File: src/include/mdld_regs.svh
`ifndef MDLD_REGS_SVH
`define MDLD_REGS_SVH

// Opcode patterns (bit 0 is w, bit 1 is d or s where the family has one)
`define MDLD_OPC_GROUP3_MASK 8'hFE
`define MDLD_OPC_GROUP3 8'hF6
`define MDLD_OPC_MUL_IMM_MASK 8'hFD
`define MDLD_OPC_MUL_IMM 8'h69
`define MDLD_OPC_ADJ_MUL 8'hD4
`define MDLD_OPC_ADJ_DIV 8'hD5
`define MDLD_OPC_ADJ_BASE 8'h0A
`define MDLD_OPC_BYTE_EXT 8'h98
`define MDLD_OPC_WORD_EXT 8'h99
`define MDLD_OPC_TEST_RM_MASK 8'hFE
`define MDLD_OPC_TEST_RM 8'h84
`define MDLD_OPC_TEST_ACC 8'hA8
`define MDLD_OPC_AND_MASK 8'hFC
`define MDLD_OPC_AND 8'h20
`define MDLD_OPC_OR 8'h08

// Group-three extension field codes
`define MDLD_EXT_TEST 3'h0
`define MDLD_EXT_SMUL 3'h5
`define MDLD_EXT_UDIV 3'h6
`define MDLD_EXT_SDIV 3'h7
`define MDLD_MOD_REG 2'h3

// Field positions
`define MDLD_BIT_W 0
`define MDLD_BIT_D 1
`define MDLD_MOD_HI 7
`define MDLD_MOD_LO 6
`define MDLD_EXT_HI 5
`define MDLD_EXT_LO 3

// Clock counts, min and max
`define MDLD_CYC_SMUL_RB_MIN 7'h19
`define MDLD_CYC_SMUL_RB_MAX 7'h1C
`define MDLD_CYC_SMUL_RW_MIN 7'h22
`define MDLD_CYC_SMUL_RW_MAX 7'h25
`define MDLD_CYC_SMUL_MB_MIN 7'h1F
`define MDLD_CYC_SMUL_MB_MAX 7'h22
`define MDLD_CYC_SMUL_MW_MIN 7'h28
`define MDLD_CYC_SMUL_MW_MAX 7'h2B
`define MDLD_CYC_SMULI_R_MIN 7'h16
`define MDLD_CYC_SMULI_R_MAX 7'h19
`define MDLD_CYC_SMULI_M_MIN 7'h1D
`define MDLD_CYC_SMULI_M_MAX 7'h20
`define MDLD_CYC_UDIV_RB 7'h1D
`define MDLD_CYC_UDIV_RW 7'h26
`define MDLD_CYC_UDIV_MB 7'h23
`define MDLD_CYC_UDIV_MW 7'h2C
`define MDLD_CYC_SDIV_RB_MIN 7'h2C
`define MDLD_CYC_SDIV_RB_MAX 7'h34
`define MDLD_CYC_SDIV_RW_MIN 7'h35
`define MDLD_CYC_SDIV_RW_MAX 7'h3D
`define MDLD_CYC_SDIV_MB_MIN 7'h32
`define MDLD_CYC_SDIV_MB_MAX 7'h3A
`define MDLD_CYC_SDIV_MW_MIN 7'h3B
`define MDLD_CYC_SDIV_MW_MAX 7'h43
`define MDLD_CYC_ADJ_MUL 7'h13
`define MDLD_CYC_ADJ_DIV 7'h0F
`define MDLD_CYC_BYTE_EXT 7'h02
`define MDLD_CYC_WORD_EXT 7'h04
`define MDLD_CYC_LOGIC_REG 7'h03
`define MDLD_CYC_LOGIC_MEM 7'h0A
`define MDLD_CYC_TESTI_REG 7'h04
`define MDLD_CYC_ACC_BYTE 7'h03
`define MDLD_CYC_ACC_WORD 7'h04
`define MDLD_CYC_NARROW_BUS_ADD 7'h04
`define MDLD_CYC_ONE 7'h01

`endif

File: src/include/mdld_pkg.sv
package mdld_pkg;

  typedef enum logic [3:0] {
    MDLD_NO_OP = 4'h0,
    MDLD_SIGNED_MULTIPLY_OP = 4'h1,
    MDLD_SIGNED_MULTIPLY_IMM_OP = 4'h2,
    MDLD_UNSIGNED_DIVIDE_OP = 4'h3,
    MDLD_SIGNED_DIVIDE_OP = 4'h4,
    MDLD_ASCII_ADJUST_MULTIPLY_OP = 4'h5,
    MDLD_ASCII_ADJUST_DIVIDE_OP = 4'h6,
    MDLD_BYTE_SIGN_EXTEND_OP = 4'h7,
    MDLD_WORD_SIGN_EXTEND_OP = 4'h8,
    MDLD_TEST_RM_OP = 4'h9,
    MDLD_TEST_IMM_RM_OP = 4'hA,
    MDLD_TEST_IMM_ACC_OP = 4'hB,
    MDLD_AND_RM_OP = 4'hC,
    MDLD_OR_RM_OP = 4'hD
  } mdld_op_t;

  typedef enum logic [2:0] {
    MDLD_ST_OPCODE = 3'h0,
    MDLD_ST_MODRM = 3'h1,
    MDLD_ST_SECOND = 3'h2,
    MDLD_ST_IMM = 3'h3,
    MDLD_ST_EXEC = 3'h4
  } mdld_state_t;

  // Result of classifying one opcode (and modifier byte when present)
  typedef struct packed {
    logic known;
    logic need_modrm;
    logic need_second;
    logic ext_ok;
    mdld_op_t op;
    logic wide;
    logic dir_to_reg;
    logic mem;
    logic flags_only;
    logic [1:0] imm_bytes;
    logic [6:0] cyc_min;
    logic [6:0] cyc_max;
  } mdld_cls_t;

  // Decoded instruction handed to the execution unit
  typedef struct packed {
    mdld_op_t op;
    logic wide;
    logic dir_to_reg;
    logic mem;
    logic flags_only;
    logic [7:0] modrm;
    logic [15:0] imm;
    logic [6:0] cycles;
  } mdld_dec_t;

  typedef struct packed {
    logic [6:0] cnt;
  } mdld_timer_st_t;

  typedef struct packed {
    mdld_state_t st;
    logic ready;
    logic busy;
    logic instr_valid;
    logic illegal;
    logic done;
    logic [7:0] opc;
    logic [1:0] imm_left;
    logic imm_hi;
    mdld_dec_t dec;
  } mdld_top_st_t;

endpackage

File: src/verilog/mdld_classify.sv
`timescale 1ns/1ps
`include "mdld_regs.svh"
module mdld_classify import mdld_pkg::*; (
  // Bytes under test
  input wire logic [7:0] opcode,
  input wire logic [7:0] modrm,
  // Variant strap
  input wire logic narrow_bus,
  // Result
  output mdld_cls_t cls
);

  logic w;
  logic mem;
  logic [2:0] ext;

  assign w = opcode[`MDLD_BIT_W];
  assign mem = modrm[`MDLD_MOD_HI:`MDLD_MOD_LO] != `MDLD_MOD_REG;
  assign ext = modrm[`MDLD_EXT_HI:`MDLD_EXT_LO];

  always_comb begin
    cls = '0;
    cls.op = MDLD_NO_OP;
    cls.wide = w;
    cls.mem = mem;
    cls.ext_ok = 1'b1;
    if ((opcode & `MDLD_OPC_GROUP3_MASK) == `MDLD_OPC_GROUP3) begin
      cls.known = 1'b1;
      cls.need_modrm = 1'b1;
      case (ext)
        `MDLD_EXT_SMUL: begin
          cls.op = MDLD_SIGNED_MULTIPLY_OP;
          cls.cyc_min = mem ? (w ? `MDLD_CYC_SMUL_MW_MIN : `MDLD_CYC_SMUL_MB_MIN)
                            : (w ? `MDLD_CYC_SMUL_RW_MIN : `MDLD_CYC_SMUL_RB_MIN);
          cls.cyc_max = mem ? (w ? `MDLD_CYC_SMUL_MW_MAX : `MDLD_CYC_SMUL_MB_MAX)
                            : (w ? `MDLD_CYC_SMUL_RW_MAX : `MDLD_CYC_SMUL_RB_MAX);
        end
        `MDLD_EXT_UDIV: begin
          cls.op = MDLD_UNSIGNED_DIVIDE_OP;
          cls.cyc_min = mem ? (w ? `MDLD_CYC_UDIV_MW : `MDLD_CYC_UDIV_MB)
                            : (w ? `MDLD_CYC_UDIV_RW : `MDLD_CYC_UDIV_RB);
          cls.cyc_max = cls.cyc_min;
        end
        `MDLD_EXT_SDIV: begin
          cls.op = MDLD_SIGNED_DIVIDE_OP;
          cls.cyc_min = mem ? (w ? `MDLD_CYC_SDIV_MW_MIN : `MDLD_CYC_SDIV_MB_MIN)
                            : (w ? `MDLD_CYC_SDIV_RW_MIN : `MDLD_CYC_SDIV_RB_MIN);
          cls.cyc_max = mem ? (w ? `MDLD_CYC_SDIV_MW_MAX : `MDLD_CYC_SDIV_MB_MAX)
                            : (w ? `MDLD_CYC_SDIV_RW_MAX : `MDLD_CYC_SDIV_RB_MAX);
        end
        `MDLD_EXT_TEST: begin
          cls.op = MDLD_TEST_IMM_RM_OP;
          cls.flags_only = 1'b1;
          cls.imm_bytes = w ? 2'h2 : 2'h1;
          cls.cyc_min = mem ? `MDLD_CYC_LOGIC_MEM : `MDLD_CYC_TESTI_REG;
          cls.cyc_max = cls.cyc_min;
        end
        default: begin
          // Other group-three members belong to another decoder
          cls.ext_ok = 1'b0;
        end
      endcase
    end else if ((opcode & `MDLD_OPC_MUL_IMM_MASK) == `MDLD_OPC_MUL_IMM) begin
      cls.known = 1'b1;
      cls.need_modrm = 1'b1;
      cls.op = MDLD_SIGNED_MULTIPLY_IMM_OP;
      cls.wide = 1'b1;
      cls.dir_to_reg = 1'b1;
      cls.imm_bytes = opcode[`MDLD_BIT_D] ? 2'h1 : 2'h2;
      cls.cyc_min = mem ? `MDLD_CYC_SMULI_M_MIN : `MDLD_CYC_SMULI_R_MIN;
      cls.cyc_max = mem ? `MDLD_CYC_SMULI_M_MAX : `MDLD_CYC_SMULI_R_MAX;
    end else if (opcode == `MDLD_OPC_ADJ_MUL || opcode == `MDLD_OPC_ADJ_DIV) begin
      cls.known = 1'b1;
      cls.need_second = 1'b1;
      cls.wide = 1'b0;
      cls.mem = 1'b0;
      cls.ext_ok = modrm == `MDLD_OPC_ADJ_BASE;
      cls.op = (opcode == `MDLD_OPC_ADJ_MUL) ? MDLD_ASCII_ADJUST_MULTIPLY_OP : MDLD_ASCII_ADJUST_DIVIDE_OP;
      cls.cyc_min = (opcode == `MDLD_OPC_ADJ_MUL) ? `MDLD_CYC_ADJ_MUL : `MDLD_CYC_ADJ_DIV;
      cls.cyc_max = cls.cyc_min;
    end else if (opcode == `MDLD_OPC_BYTE_EXT || opcode == `MDLD_OPC_WORD_EXT) begin
      cls.known = 1'b1;
      cls.mem = 1'b0;
      cls.wide = opcode == `MDLD_OPC_WORD_EXT;
      cls.op = cls.wide ? MDLD_WORD_SIGN_EXTEND_OP : MDLD_BYTE_SIGN_EXTEND_OP;
      cls.cyc_min = cls.wide ? `MDLD_CYC_WORD_EXT : `MDLD_CYC_BYTE_EXT;
      cls.cyc_max = cls.cyc_min;
    end else if ((opcode & `MDLD_OPC_TEST_RM_MASK) == `MDLD_OPC_TEST_RM) begin
      cls.known = 1'b1;
      cls.need_modrm = 1'b1;
      cls.op = MDLD_TEST_RM_OP;
      cls.flags_only = 1'b1;
      cls.cyc_min = mem ? `MDLD_CYC_LOGIC_MEM : `MDLD_CYC_LOGIC_REG;
      cls.cyc_max = cls.cyc_min;
    end else if ((opcode & `MDLD_OPC_TEST_RM_MASK) == `MDLD_OPC_TEST_ACC) begin
      cls.known = 1'b1;
      cls.mem = 1'b0;
      cls.op = MDLD_TEST_IMM_ACC_OP;
      cls.flags_only = 1'b1;
      cls.imm_bytes = w ? 2'h2 : 2'h1;
      cls.cyc_min = w ? `MDLD_CYC_ACC_WORD : `MDLD_CYC_ACC_BYTE;
      cls.cyc_max = cls.cyc_min;
    end else if ((opcode & `MDLD_OPC_AND_MASK) == `MDLD_OPC_AND ||
                 (opcode & `MDLD_OPC_AND_MASK) == `MDLD_OPC_OR) begin
      cls.known = 1'b1;
      cls.need_modrm = 1'b1;
      cls.op = ((opcode & `MDLD_OPC_AND_MASK) == `MDLD_OPC_AND) ? MDLD_AND_RM_OP : MDLD_OR_RM_OP;
      cls.dir_to_reg = opcode[`MDLD_BIT_D];
      cls.cyc_min = mem ? `MDLD_CYC_LOGIC_MEM : `MDLD_CYC_LOGIC_REG;
      cls.cyc_max = cls.cyc_min;
    end
    // Byte-wide bus needs a second transfer for every word memory access
    if (narrow_bus && cls.wide && cls.mem && cls.known) begin
      cls.cyc_min = cls.cyc_min + `MDLD_CYC_NARROW_BUS_ADD;
      cls.cyc_max = cls.cyc_max + `MDLD_CYC_NARROW_BUS_ADD;
    end
  end

endmodule

File: src/verilog/mdld_cycle_timer.sv
`timescale 1ns/1ps
`include "mdld_regs.svh"
module mdld_cycle_timer import mdld_pkg::*; (
  // Clock and reset
  input wire logic mclk,
  input wire logic reset_n,
  // Control
  input wire logic load,
  input wire logic [6:0] count,
  // Status
  output logic last
);

  mdld_timer_st_t s_r;
  mdld_timer_st_t s_nxt;

  always_comb begin
    s_nxt = s_r;
    if (load) begin
      s_nxt.cnt = count;
    end else if (s_r.cnt != 7'h00) begin
      s_nxt.cnt = s_r.cnt - `MDLD_CYC_ONE;
    end
  end

  always_ff @(posedge mclk) begin
    if (!reset_n) begin
      s_r <= '0;
    end else begin
      s_r <= s_nxt;
    end
  end

  assign last = s_r.cnt == `MDLD_CYC_ONE;

endmodule

File: src/verilog/mdld_decoder.sv
`timescale 1ns/1ps
`include "mdld_regs.svh"
module mdld_decoder import mdld_pkg::*; (
  // Clock and reset
  input wire logic mclk,
  input wire logic reset_n,
  // Variant strap, high on the byte-wide bus part
  input wire logic narrow_bus,
  // Instruction byte stream from the prefetch queue
  input wire logic byte_valid,
  input wire logic [7:0] byte_data,
  output logic byte_ready,
  // Data-dependent extra clocks from the execution unit
  input wire logic [3:0] extra_cycles,
  // Decoded instruction towards the execution unit
  output mdld_dec_t dec,
  output logic instr_valid,
  output logic illegal_op,
  output logic busy,
  output logic exec_done
);

  // ==========================================================================
  // Helpers
  // ==========================================================================
  // Pick a count inside the documented range from the data-dependent hint
  function automatic logic [6:0] pick_cycles(input logic [6:0] lo, input logic [6:0] hi,
                                             input logic [3:0] extra);
    logic [6:0] span;
    logic [6:0] ext7;
    span = hi - lo;
    ext7 = {3'h0, extra};
    pick_cycles = lo + ((ext7 > span) ? span : ext7);
  endfunction

  // ==========================================================================
  // Classification and timing
  // ==========================================================================
  mdld_top_st_t s_r;
  mdld_top_st_t s_nxt;
  mdld_cls_t cls;
  logic [7:0] cls_opcode;
  logic take;
  logic timer_last;
  logic timer_load;

  assign take = byte_valid && s_r.ready;
  assign cls_opcode = (s_r.st == MDLD_ST_OPCODE) ? byte_data : s_r.opc;

  mdld_classify u_classify (
    .opcode(cls_opcode),
    .modrm(byte_data),
    .narrow_bus(narrow_bus),
    .cls(cls)
  );

  assign timer_load = (s_nxt.st == MDLD_ST_EXEC) && (s_r.st != MDLD_ST_EXEC);

  mdld_cycle_timer u_timer (
    .mclk(mclk),
    .reset_n(reset_n),
    .load(timer_load),
    .count(s_nxt.dec.cycles),
    .last(timer_last)
  );

  // ==========================================================================
  // Sequencer
  // ==========================================================================
  always_comb begin
    s_nxt = s_r;
    s_nxt.instr_valid = 1'b0;
    s_nxt.illegal = 1'b0;
    s_nxt.done = 1'b0;
    case (s_r.st)
      MDLD_ST_OPCODE: begin
        if (take) begin
          s_nxt.opc = byte_data;
          s_nxt.dec = '0;
          s_nxt.dec.op = cls.op;
          s_nxt.dec.wide = cls.wide;
          s_nxt.dec.dir_to_reg = cls.dir_to_reg;
          s_nxt.dec.flags_only = cls.flags_only;
          s_nxt.imm_hi = 1'b0;
          if (!cls.known) begin
            s_nxt.illegal = 1'b1;
          end else if (cls.need_modrm) begin
            s_nxt.st = MDLD_ST_MODRM;
          end else if (cls.need_second) begin
            s_nxt.st = MDLD_ST_SECOND;
          end else begin
            // Single-byte forms never touch memory, so mod is irrelevant here
            s_nxt.dec.mem = 1'b0;
            s_nxt.dec.cycles = pick_cycles(cls.cyc_min, cls.cyc_max, extra_cycles);
            s_nxt.imm_left = cls.imm_bytes;
            s_nxt.st = (cls.imm_bytes != 2'h0) ? MDLD_ST_IMM : MDLD_ST_EXEC;
          end
        end
      end
      MDLD_ST_MODRM: begin
        if (take) begin
          s_nxt.dec.modrm = byte_data;
          s_nxt.dec.op = cls.op;
          s_nxt.dec.mem = cls.mem;
          s_nxt.dec.flags_only = cls.flags_only;
          s_nxt.dec.cycles = pick_cycles(cls.cyc_min, cls.cyc_max, extra_cycles);
          s_nxt.imm_left = cls.imm_bytes;
          if (!cls.ext_ok) begin
            s_nxt.illegal = 1'b1;
            s_nxt.st = MDLD_ST_OPCODE;
          end else begin
            s_nxt.st = (cls.imm_bytes != 2'h0) ? MDLD_ST_IMM : MDLD_ST_EXEC;
          end
        end
      end
      MDLD_ST_SECOND: begin
        if (take) begin
          s_nxt.dec.cycles = pick_cycles(cls.cyc_min, cls.cyc_max, extra_cycles);
          s_nxt.st = cls.ext_ok ? MDLD_ST_EXEC : MDLD_ST_OPCODE;
          s_nxt.illegal = !cls.ext_ok;
        end
      end
      MDLD_ST_IMM: begin
        if (take) begin
          // Low byte first; a lone byte is sign-extended for every form
          if (!s_r.imm_hi) begin
            s_nxt.dec.imm = {{8{byte_data[7]}}, byte_data};
          end else begin
            s_nxt.dec.imm = {byte_data, s_r.dec.imm[7:0]};
          end
          s_nxt.imm_hi = 1'b1;
          s_nxt.imm_left = s_r.imm_left - 2'h1;
          if (s_r.imm_left == 2'h1) begin
            s_nxt.st = MDLD_ST_EXEC;
          end
        end
      end
      MDLD_ST_EXEC: begin
        if (timer_last) begin
          s_nxt.st = MDLD_ST_OPCODE;
          s_nxt.done = 1'b1;
        end
      end
      default: begin
        s_nxt.st = MDLD_ST_OPCODE;
      end
    endcase
    if (s_nxt.st == MDLD_ST_EXEC && s_r.st != MDLD_ST_EXEC) begin
      s_nxt.instr_valid = 1'b1;
    end
    // Stall the queue for the full count so no byte slips in mid-operation
    s_nxt.busy = s_nxt.st == MDLD_ST_EXEC;
    s_nxt.ready = s_nxt.st != MDLD_ST_EXEC;
  end

  always_ff @(posedge mclk) begin
    if (!reset_n) begin
      s_r <= '0;
      s_r.st <= MDLD_ST_OPCODE;
      s_r.ready <= 1'b1;
      s_r.dec.op <= MDLD_NO_OP;
    end else begin
      s_r <= s_nxt;
    end
  end

  // ==========================================================================
  // Outputs
  // ==========================================================================
  assign byte_ready = s_r.ready;
  assign dec = s_r.dec;
  assign instr_valid = s_r.instr_valid;
  assign illegal_op = s_r.illegal;
  assign busy = s_r.busy;
  assign exec_done = s_r.done;

endmodule
File: config.mk
export PLATFORM = sky130hd
export DESIGN_NAME = mdld_decoder
export DESIGN_NICKNAME = d
export VERILOG_FILES = /design/src/include/mdld_pkg.sv /design/src/verilog/mdld_classify.sv /design/src/verilog/mdld_cycle_timer.sv /design/src/verilog/mdld_decoder.sv
export VERILOG_INCLUDE_DIRS = /design/src /design/src/include
export SDC_FILE = /design/constraint.sdc
export NUM_CORES = 1
export LEC_CHECK = 0
export ABC_AREA = 1
export BUFFER_PORTS_ARGS = -buffer_cell sky130_fd_sc_hd__buf_2
export CORE_AREA = 2 2 101 103
export DETAILED_ROUTE_END_ITERATION = 7
export DIE_AREA = 0 0 103 105
export PLACE_DENSITY_LB_ADDON = 0.3
export SLEW_MARGIN = 25
export SYNTH_ARGS = -nofsm -noshare
export SYNTH_HDL_FRONTEND = slang
export SYNTH_HIERARCHICAL = 1
export SYNTH_SLANG_ARGS = --single-unit
export TNS_END_PERCENT = 5
File: constraint.sdc
create_clock -name mclk -period 8.2 [get_ports mclk]
set_input_delay 2.46 -clock mclk [delete_from_list [all_inputs] [get_ports mclk]]
set_output_delay 2.46 -clock mclk [all_outputs]
set_load 0.02 [all_outputs]
==> summary.txt, run 1 <==
Clocking
  – Hold-fix buffer count after cts: 0
  – Clock root cell: sky130_fd_sc_hd__clkbuf_8
  – Number of clock sinks: 65
  – Clock tree from TritonCTS: yes
  – Cts bufs inserted: 9
  – Number of H-tree levels: 3
  – Number of buffers on the longest clock path: 2
  – Number of setup buffers added after CTS: 0
  – Resized Gates After CTS: 0
  – Clock network latency to the later pin of the worst-skew pair: 350 ps
  – Clock-pin slew on the worst setup and hold paths: 70 ps

Placed design
  – Port Buffer Count: 59
  – Routability Congestion: 1.01
  – Detailed Place HPWL: 10.1 mm

STA
  – Final-report max-slew violation count: 0
  – Slew @ Worst Pin: 958 ps
  – Final critical-path share of the clock period: 94.0%
  – Total setup violations reported at the end of the flow: 0
  – Setup total negative slack: 0 ps
  – Unrepaired setup endpoints after global routing: false
  – Max-slew headroom at the worst pin: 35.7%
  – Post-layout minimum cycle time: 7710 ps
  – Clock Skews: 8.86 ps
  – Number of hold-slack violations in the final timing report: 0
  – Max Clk Rate: 130 MHz

Global route
  – Maximum number of pins on one net before global-route repair: 35
  – All-Layer GR Usage: 24.7%
  – GR Overflow Total: 0
  – Antenna violations before repair: 0
  – Vias in the first global route: 4707
  – First-pass GRT wire length: 21.7 mm

Synth
  – Number of enable-type register cells in the synthesized netlist: 0
  – Netlist Area Pre-Place: 5180 sq um
  – Library cell with the largest summed area after synthesis: sky130_fd_sc_hd__dfxtp_1
  – Fraction of the mapped netlist area in compound gates: 15.4%
  – Post-synthesis share of cell area spent on and, or, nand and nor gates: 34.7%
  – Mean post-synth cell area: 6.51 sq um
  – Instance count of the mapped netlist: 795
  – Share of flip-flops with an asynchronous set or reset after synthesis: 0%
  – Share of the yosys chip area belonging to registers: 25.1%
  – Post-synthesis share of cell area spent on full adders, half adders and majority gates: 7.54%
  – Commonest cells in the synthesized netlist: 173 x sky130_fd_sc_hd__nand2_1, 99 x sky130_fd_sc_hd__nor2_1, 93 x sky130_fd_sc_hd__inv_1
  – Top-count cell post-synth: sky130_fd_sc_hd__nand2_1
  – Synth Register Bits: 65
  – Dominant synthesized flop cell: sky130_fd_sc_hd__dfxtp_1
  – Xor and xnor fraction of the mapped netlist area: 1.69%
  – Count of yosys warnings during synthesis: 6
  – Post-synth top area share: 25.1%
  – Main combinational cell family by area after synthesis: simple AND/OR/NAND/NOR gates
  – Mux share of post-synthesis cell area: 0%
  – Synth top area cells: sky130_fd_sc_hd__dfxtp_1 25%, sky130_fd_sc_hd__nand2_1 13%, sky130_fd_sc_hd__nor2_1 7.2%
  – Number of distinct standard cells referenced by the synthesized netlist: 45

Drt
  – Avg Vias per Cell: 5.33
  – DRC violation total after the first TritonRoute iteration: 308
  – Post-route antenna net violation count: 0
  – Aggregate routed wire length: 13.1 mm
  – Vias after detailed routing: 5118
  – DR WL/cell: 13.6 um
  – DRC: 0
  – Iteration count of the initial detailed-routing pass: 5

Cells and area
  – Multi-input logic area: 3080 sq um
  – FF+latch area: 1300 sq um
  – Fill cells: 973
  – Post-layout nets: 869
  – Share of post-route cells with drive strength above 1: 18.2%
  – # diodes: 0
  – Synthesis-to-layout area growth: 6.96%

Worst setup path
  – Worst path most repeated cell: sky130_fd_sc_hd__nand2_1
  – Setup crit end kind: flip-flop
  – Endpoint arrival time on the critical path: 7940 ps
  – Kind of launch point of the worst setup path: input port
  – Maximum cell stage delay along the critical path: 430 ps
  – Required time of the critical path: 8430 ps
  – Cell with the largest stage delay on the worst path: sky130_fd_sc_hd__fa_1
  – Worst-path fanout max: 11
  – Class of the most critical setup path: input port to flip-flop

Outcome
  – Status: completed

Power
  – Total power of the final layout: 1030 uW
  – Leak pwr: 0.00288 uW
  – Peak supply drop: 117 uV
  – Power per cell area: 186 nW/um^2

Floorplan
  – Core region area: 9640 sq um
  – Die Span X: 103 um
  – Std cell rows: 36
  – I/O pin cnt: 60
  – Chip height: 105 um
  – Starting density of the core: 53.7%
  – Area enclosed by the die boundary: 10800 sq um

Min path
  – Type of the tightest min-delay check: flip-flop to flip-flop

Run
  – Max Cap Violations: 0
==> power breakdown <==
group / total, uW / switching [uW] / internal, uW
logic: 387 / 253 / 134
registers: 368 / 22.3 / 346
clock network: 276 / 128 / 148
==> flip-flops by register name, indices dropped and copies added, names as in the netlist <==
register	count
dec	39
s_r	14
u_timer/s_r	7
busy	1
byte_ready	1
exec_done	1
illegal_op	1
instr_valid	1
==> final timing paths <==
check,startpoint,endpoint,slack (ps),cells after the start
min reg2reg,dec[26],dec[26],460,2
max reg2reg,s_r[57],u_timer/s_r[4],2140,39
min,dec[26],dec[26],460,2
max,byte_data[4],u_timer/s_r[4],490,37
==> area by class of cell <==
cell class,count,share of cell area (%)
timing repair buffer,69,6.69
tap,133,3.00
sequential,65,23.5
clock inverter,5,0.994
multi-input combinational,566,55.6
inverter,112,7.68
clock buffer,11,2.55
==> cells in the final DEF, fill, tap and decap left out, types with 5 or more instances in the layout <==
| cell | Yosys | final |
|---|---|---|
| sky130_fd_sc_hd__a211oi_1 | 9 | 9 |
| sky130_fd_sc_hd__a21oi_1 | 59 | 59 |
| sky130_fd_sc_hd__a31oi_1 | 5 | 5 |
| sky130_fd_sc_hd__buf_2 | 4 | 59 |
| sky130_fd_sc_hd__buf_4 | 40 | 10 |
| sky130_fd_sc_hd__clkbuf_8 | 0 | 10 |
| sky130_fd_sc_hd__dfxtp_1 | 65 | 65 |
| sky130_fd_sc_hd__ha_1 | 28 | 28 |
| sky130_fd_sc_hd__inv_1 | 93 | 93 |
| sky130_fd_sc_hd__inv_2 | 16 | 16 |
| sky130_fd_sc_hd__nand2_1 | 173 | 173 |
| sky130_fd_sc_hd__nand2_2 | 10 | 10 |
| sky130_fd_sc_hd__nand2_4 | 7 | 7 |
| sky130_fd_sc_hd__nand3_1 | 38 | 38 |
| sky130_fd_sc_hd__nand4_1 | 18 | 18 |
| sky130_fd_sc_hd__nor2_1 | 99 | 99 |
| sky130_fd_sc_hd__nor2_2 | 10 | 10 |
| sky130_fd_sc_hd__nor2_4 | 9 | 9 |
| sky130_fd_sc_hd__nor4_1 | 5 | 5 |
| sky130_fd_sc_hd__o211ai_1 | 6 | 6 |
| sky130_fd_sc_hd__o21ai_0 | 42 | 42 |
| sky130_fd_sc_hd__xor2_1 | 8 | 8 |
==> worst max-delay path: cells and delay by family <==
kind,cells,cell delay [ps]
simple gates,17,2020
compound gates,7,1000
xor+xnor,1,170
buf+inv,7,720
fa+ha+maj,5,1550
==> through the flow <==
| stage | util (%) | area, sq um | worst slack [ps] | hold WS, ps | std cells |
|---|---|---|---|---|---|
| 3_5_place_dp | 55.4 | 5340 | 303 | 452 | 945 |
| 4_1_cts | 57.5 | 5540 | 583 | 461 | 961 |
| 3_3_place_gp | 55.4 | 5340 | 445 | 448 | 945 |
| 5_1_grt | 57.5 | 5540 | 54.8 | 480 | 961 |
| 6_report | 57.5 | 5540 | 494 | 465 | 961 |
| 2_1_floorplan | - | 5180 | 400 | 440 | 796 |
==> routing by layer <==
metal,global-route usage (%),vias to the layer above,share of wire [%]
met5,0,-,0
met4,5.55,0,1.3
met1,33.5,2318,46
met3,4.08,22,6.4
met2,40.8,184,46
li1,-,2594,-
==> kinds of logic (layout without fill, tap and decap cells) <==
family | after synthesis | count (layout)
simple gates | 385 | 385
buf+inv | 165 | 197
compound gates | 139 | 139
flops | 65 | 65
fa+ha+maj | 30 | 30
xor+xnor | 10 | 10
other cells | 1 | 2
Note: power is estimated with default switching activity, not from simulation.
==> run 2, diff against run 1 <==
--- a/config.mk
+++ b/config.mk
@@ -8,9 +8,11 @@
 export LEC_CHECK = 0
 export ABC_AREA = 1
 export BUFFER_PORTS_ARGS = -buffer_cell sky130_fd_sc_hd__buf_2
-export CORE_AREA = 2 2 101 103
+export CELL_PAD_IN_SITES_DETAIL_PLACEMENT = 0
+export CELL_PAD_IN_SITES_GLOBAL_PLACEMENT = 1
+export CORE_AREA = 2 2 120 122
 export DETAILED_ROUTE_END_ITERATION = 7
-export DIE_AREA = 0 0 103 105
+export DIE_AREA = 0 0 122 124
 export PLACE_DENSITY_LB_ADDON = 0.3
 export SLEW_MARGIN = 25
 export SYNTH_ARGS = -nofsm -noshare
==> run 2 against run 1 <==
Compared with the run above:
- non-clock buffer count rose by 10
- count of clock-buffer cells in the layout fell by 1
- global-route usage fell by 6.0 points
- hold slack got worse by 2.0 ps
- via count fell by 1.6%
- worst setup slack improved by 90 ps
- utilization fell by 15 points
==> summary.txt, run 2 (synthesis gave the netlist of run 1 again) <==
Cells and area
  – Final standard cell count with taps included and fillers excluded: 1018 (+5.9%)
  – Largest regs: dec x39, s_r x14, u_timer/s_r x7
  – Biggest register: dec
  – Commonest cells after routing, fill and taps aside: 173 x sky130_fd_sc_hd__nand2_1, 98 x sky130_fd_sc_hd__nor2_1, 93 x sky130_fd_sc_hd__inv_1
  – Number of flip-flops in the largest register: 39 (unchanged)
  – FF+latch area: 1300 sq um (unchanged)
  – Fill cells: 1489 (+53%)
  – Synthesis-to-layout area growth: 11.5%
  – # diodes: 0 (unchanged)
  – Share of post-route cells with drive strength above 1: 19.6% (+1.3 points)
  – Final instance area: 5770 sq um (+4.2%)
  – Multi-input logic area: 3090 sq um (+0.28%)
  – Commonest non-fill, non-tap cell in the layout: sky130_fd_sc_hd__nand2_1
  – Post-layout nets: 879 (+1.2%)

Placed design
  – Placed cell areas: 5480 sq um (+2.5%)
  – Setup Slack @ Placement: 213 ps (-89.7 ps)
  – DP Cell Count: 1002 (+6.0%)
  – Routability Congestion: 0.916 (-9.4%)
  – Port Buffer Count: 59 (unchanged)
  – Detailed Place HPWL: 10.9 mm (+7.2%)

STA
  – Max-slew headroom at the worst pin: 58.2% (+22 points)
  – Number of hold-slack violations in the final timing report: 0 (unchanged)
  – Post-layout minimum cycle time: 7620 ps (-90.1 ps)
  – Clock Skews: 7.89 ps (-0.968 ps)
  – Slew @ Worst Pin: 626 ps (-332 ps)
  – Final-report max-slew violation count: 0 (unchanged)
  – Final critical-path share of the clock period: 92.9% (-1.1 points)
  – Total setup violations reported at the end of the flow: 0 (unchanged)
  – Unrepaired setup endpoints after global routing: false
  – Hold Worst Slack: 463 ps (-2.02 ps)
  – Max Clk Rate: 131 MHz (+1.2%)
  – Setup total negative slack: 0 ps (unchanged)
  – Fin worst setup slack: 584 ps (+90.1 ps)

Outcome
  – Status: completed

Power
  – Peak supply drop: 90.8 uV (-23%)
  – Leak pwr: 0.00298 uW (+3.6%)
  – Power per cell area: 195 nW/um^2 (+4.9%)

Global route
  – GR Overflow Total: 0 (unchanged)
  – Antenna violations before repair: 0 (unchanged)
  – First-pass GRT wire length: 22.8 mm (+5.2%)
  – Maximum number of pins on one net before global-route repair: 35 (unchanged)
  – Vias in the first global route: 4812 (+2.2%)
  – All-Layer GR Usage: 18.7% (-6.0 points)

Drt
  – DRC: 0 (unchanged)
  – DRC violation total after the first TritonRoute iteration: 372 (+21%)
  – Vias after detailed routing: 5036 (-1.6%)
  – Aggregate routed wire length: 13.8 mm (+5.1%)
  – DR WL/cell: 13.5 um (-0.82%)
  – Iteration count of the initial detailed-routing pass: 5 (unchanged)
  – Post-route antenna net violation count: 0 (unchanged)
  – Avg Vias per Cell: 4.95 (-7.1%)

Min path
  – Number of instances on the worst hold path: 2 (unchanged)
  – Type of the tightest min-delay check: flip-flop to flip-flop
  – Destination of the worst hold path: dec[26]
  – Worst Hold Launch: dec[26]

Floorplan
  – Area enclosed by the die boundary: 15100 sq um (+40%)
  – Starting density of the core: 37.7% (-16 points)
  – Chip height: 124 um (+18%)
  – Std cell rows: 43 (+19%)
  – Die Span X: 122 um (+18%)
  – I/O pin cnt: 60 (unchanged)
  – Core region area: 13700 sq um (+42%)

Worst setup path
  – Endpoint arrival time on the critical path: 7830 ps (-110 ps)
  – Setup slack, reg-to-reg: 2180 ps (+40 ps)
  – Required time of the critical path: 8410 ps (-20 ps)
  – R2R cell count: 42 (+7.7%)
  – Setup crit end kind: flip-flop
  – Kind of launch point of the worst setup path: input port
  – Worst-path fanout max: 6 (-5)
  – Endpoint of the lowest-slack register-to-register path: u_timer/s_r[4]
  – Maximum cell stage delay along the critical path: 440 ps (about the same)
  – Cell with the largest stage delay on the worst path: sky130_fd_sc_hd__fa_1
  – Worst path most repeated cell: sky130_fd_sc_hd__nand2_1
  – Class of the most critical setup path: input port to flip-flop
  – Startpoint of the worst register-to-register path: s_r[57]
  – Critical Path Source: byte_data[6]

Clocking
  – Clock-pin slew on the worst setup and hold paths: 60 ps (about the same)
  – Number of clock sinks: 65 (unchanged)
  – Number of buffers on the longest clock path: 2 (unchanged)
  – Clock network latency to the later pin of the worst-skew pair: 330 ps (-20 ps)
  – Clock tree from TritonCTS: yes
  – Cts bufs inserted: 9 (unchanged)
  – Clock root cell: sky130_fd_sc_hd__clkbuf_16
  – Number of H-tree levels: 3 (unchanged)

Run
  – Max Cap Violations: 0 (unchanged)
[run 2: how the worst max path moves through the flow]
stage	endpoint	depth (start not counted)	slack, ps
after detailed placement	u_timer/s_r[4]	41	210
after global routing	u_timer/s_r[4]	41	60
after global placement	u_timer/s_r[4]	41	300
final	u_timer/s_r[4]	41	580
after floorplan	u_timer/s_r[4]	36	400
after CTS	u_timer/s_r[4]	41	540
[run 2: final cells by class]
type | instances | share of cell area [%]
sequential | 65 | 22.5
tap | 180 | 3.90
inverter | 112 | 7.37
clock inverter | 6 | 1.02
timing repair buffer | 79 | 7.72
clock buffer | 10 | 3.97
multi-input combinational | 566 | 53.5
[run 2: where the power goes]
part,leakage (uW),switching [uW],internal [uW]
Sequential,0.000531,21.8,346
Combinational,0.00230,252,135
Clock,0.000146,140,234
[run 2: repair_timing]
item,in CTS,in global routing
hold buffers,0,0
setup buffers,0,0
resized for setup,0,3
setup endpoints to repair,0,1
hold endpoints to repair,0,0
[run 2: worst max-delay path: cells and delay by family]
kind / cells / cell delay (ps)
xor+xnor: 1 / 220
simple gates: 20 / 2100
buf+inv: 10 / 890
fa+ha+maj: 5 / 1520
compound gates: 5 / 620
[run 2: metrics by stage]
stage	power, uW	utilization (%)
after CTS	1130	42.0
after floorplan	676	-
after global placement	753	39.9
after detailed placement	759	39.9
final	1130	42.1
after global routing	1210	42.1
[run 2: per-layer routing]
| layer | up-vias | GRT usage, % | share of wire (%) |
|---|---|---|---|
| li1 | 2606 | - | - |
| met1 | 2293 | 25.2 | 48 |
| met2 | 118 | 31.3 | 47 |
| met3 | 19 | 3.21 | 4.4 |
| met4 | 0 | 4.17 | 0.91 |
| met5 | - | 0 | 0 |
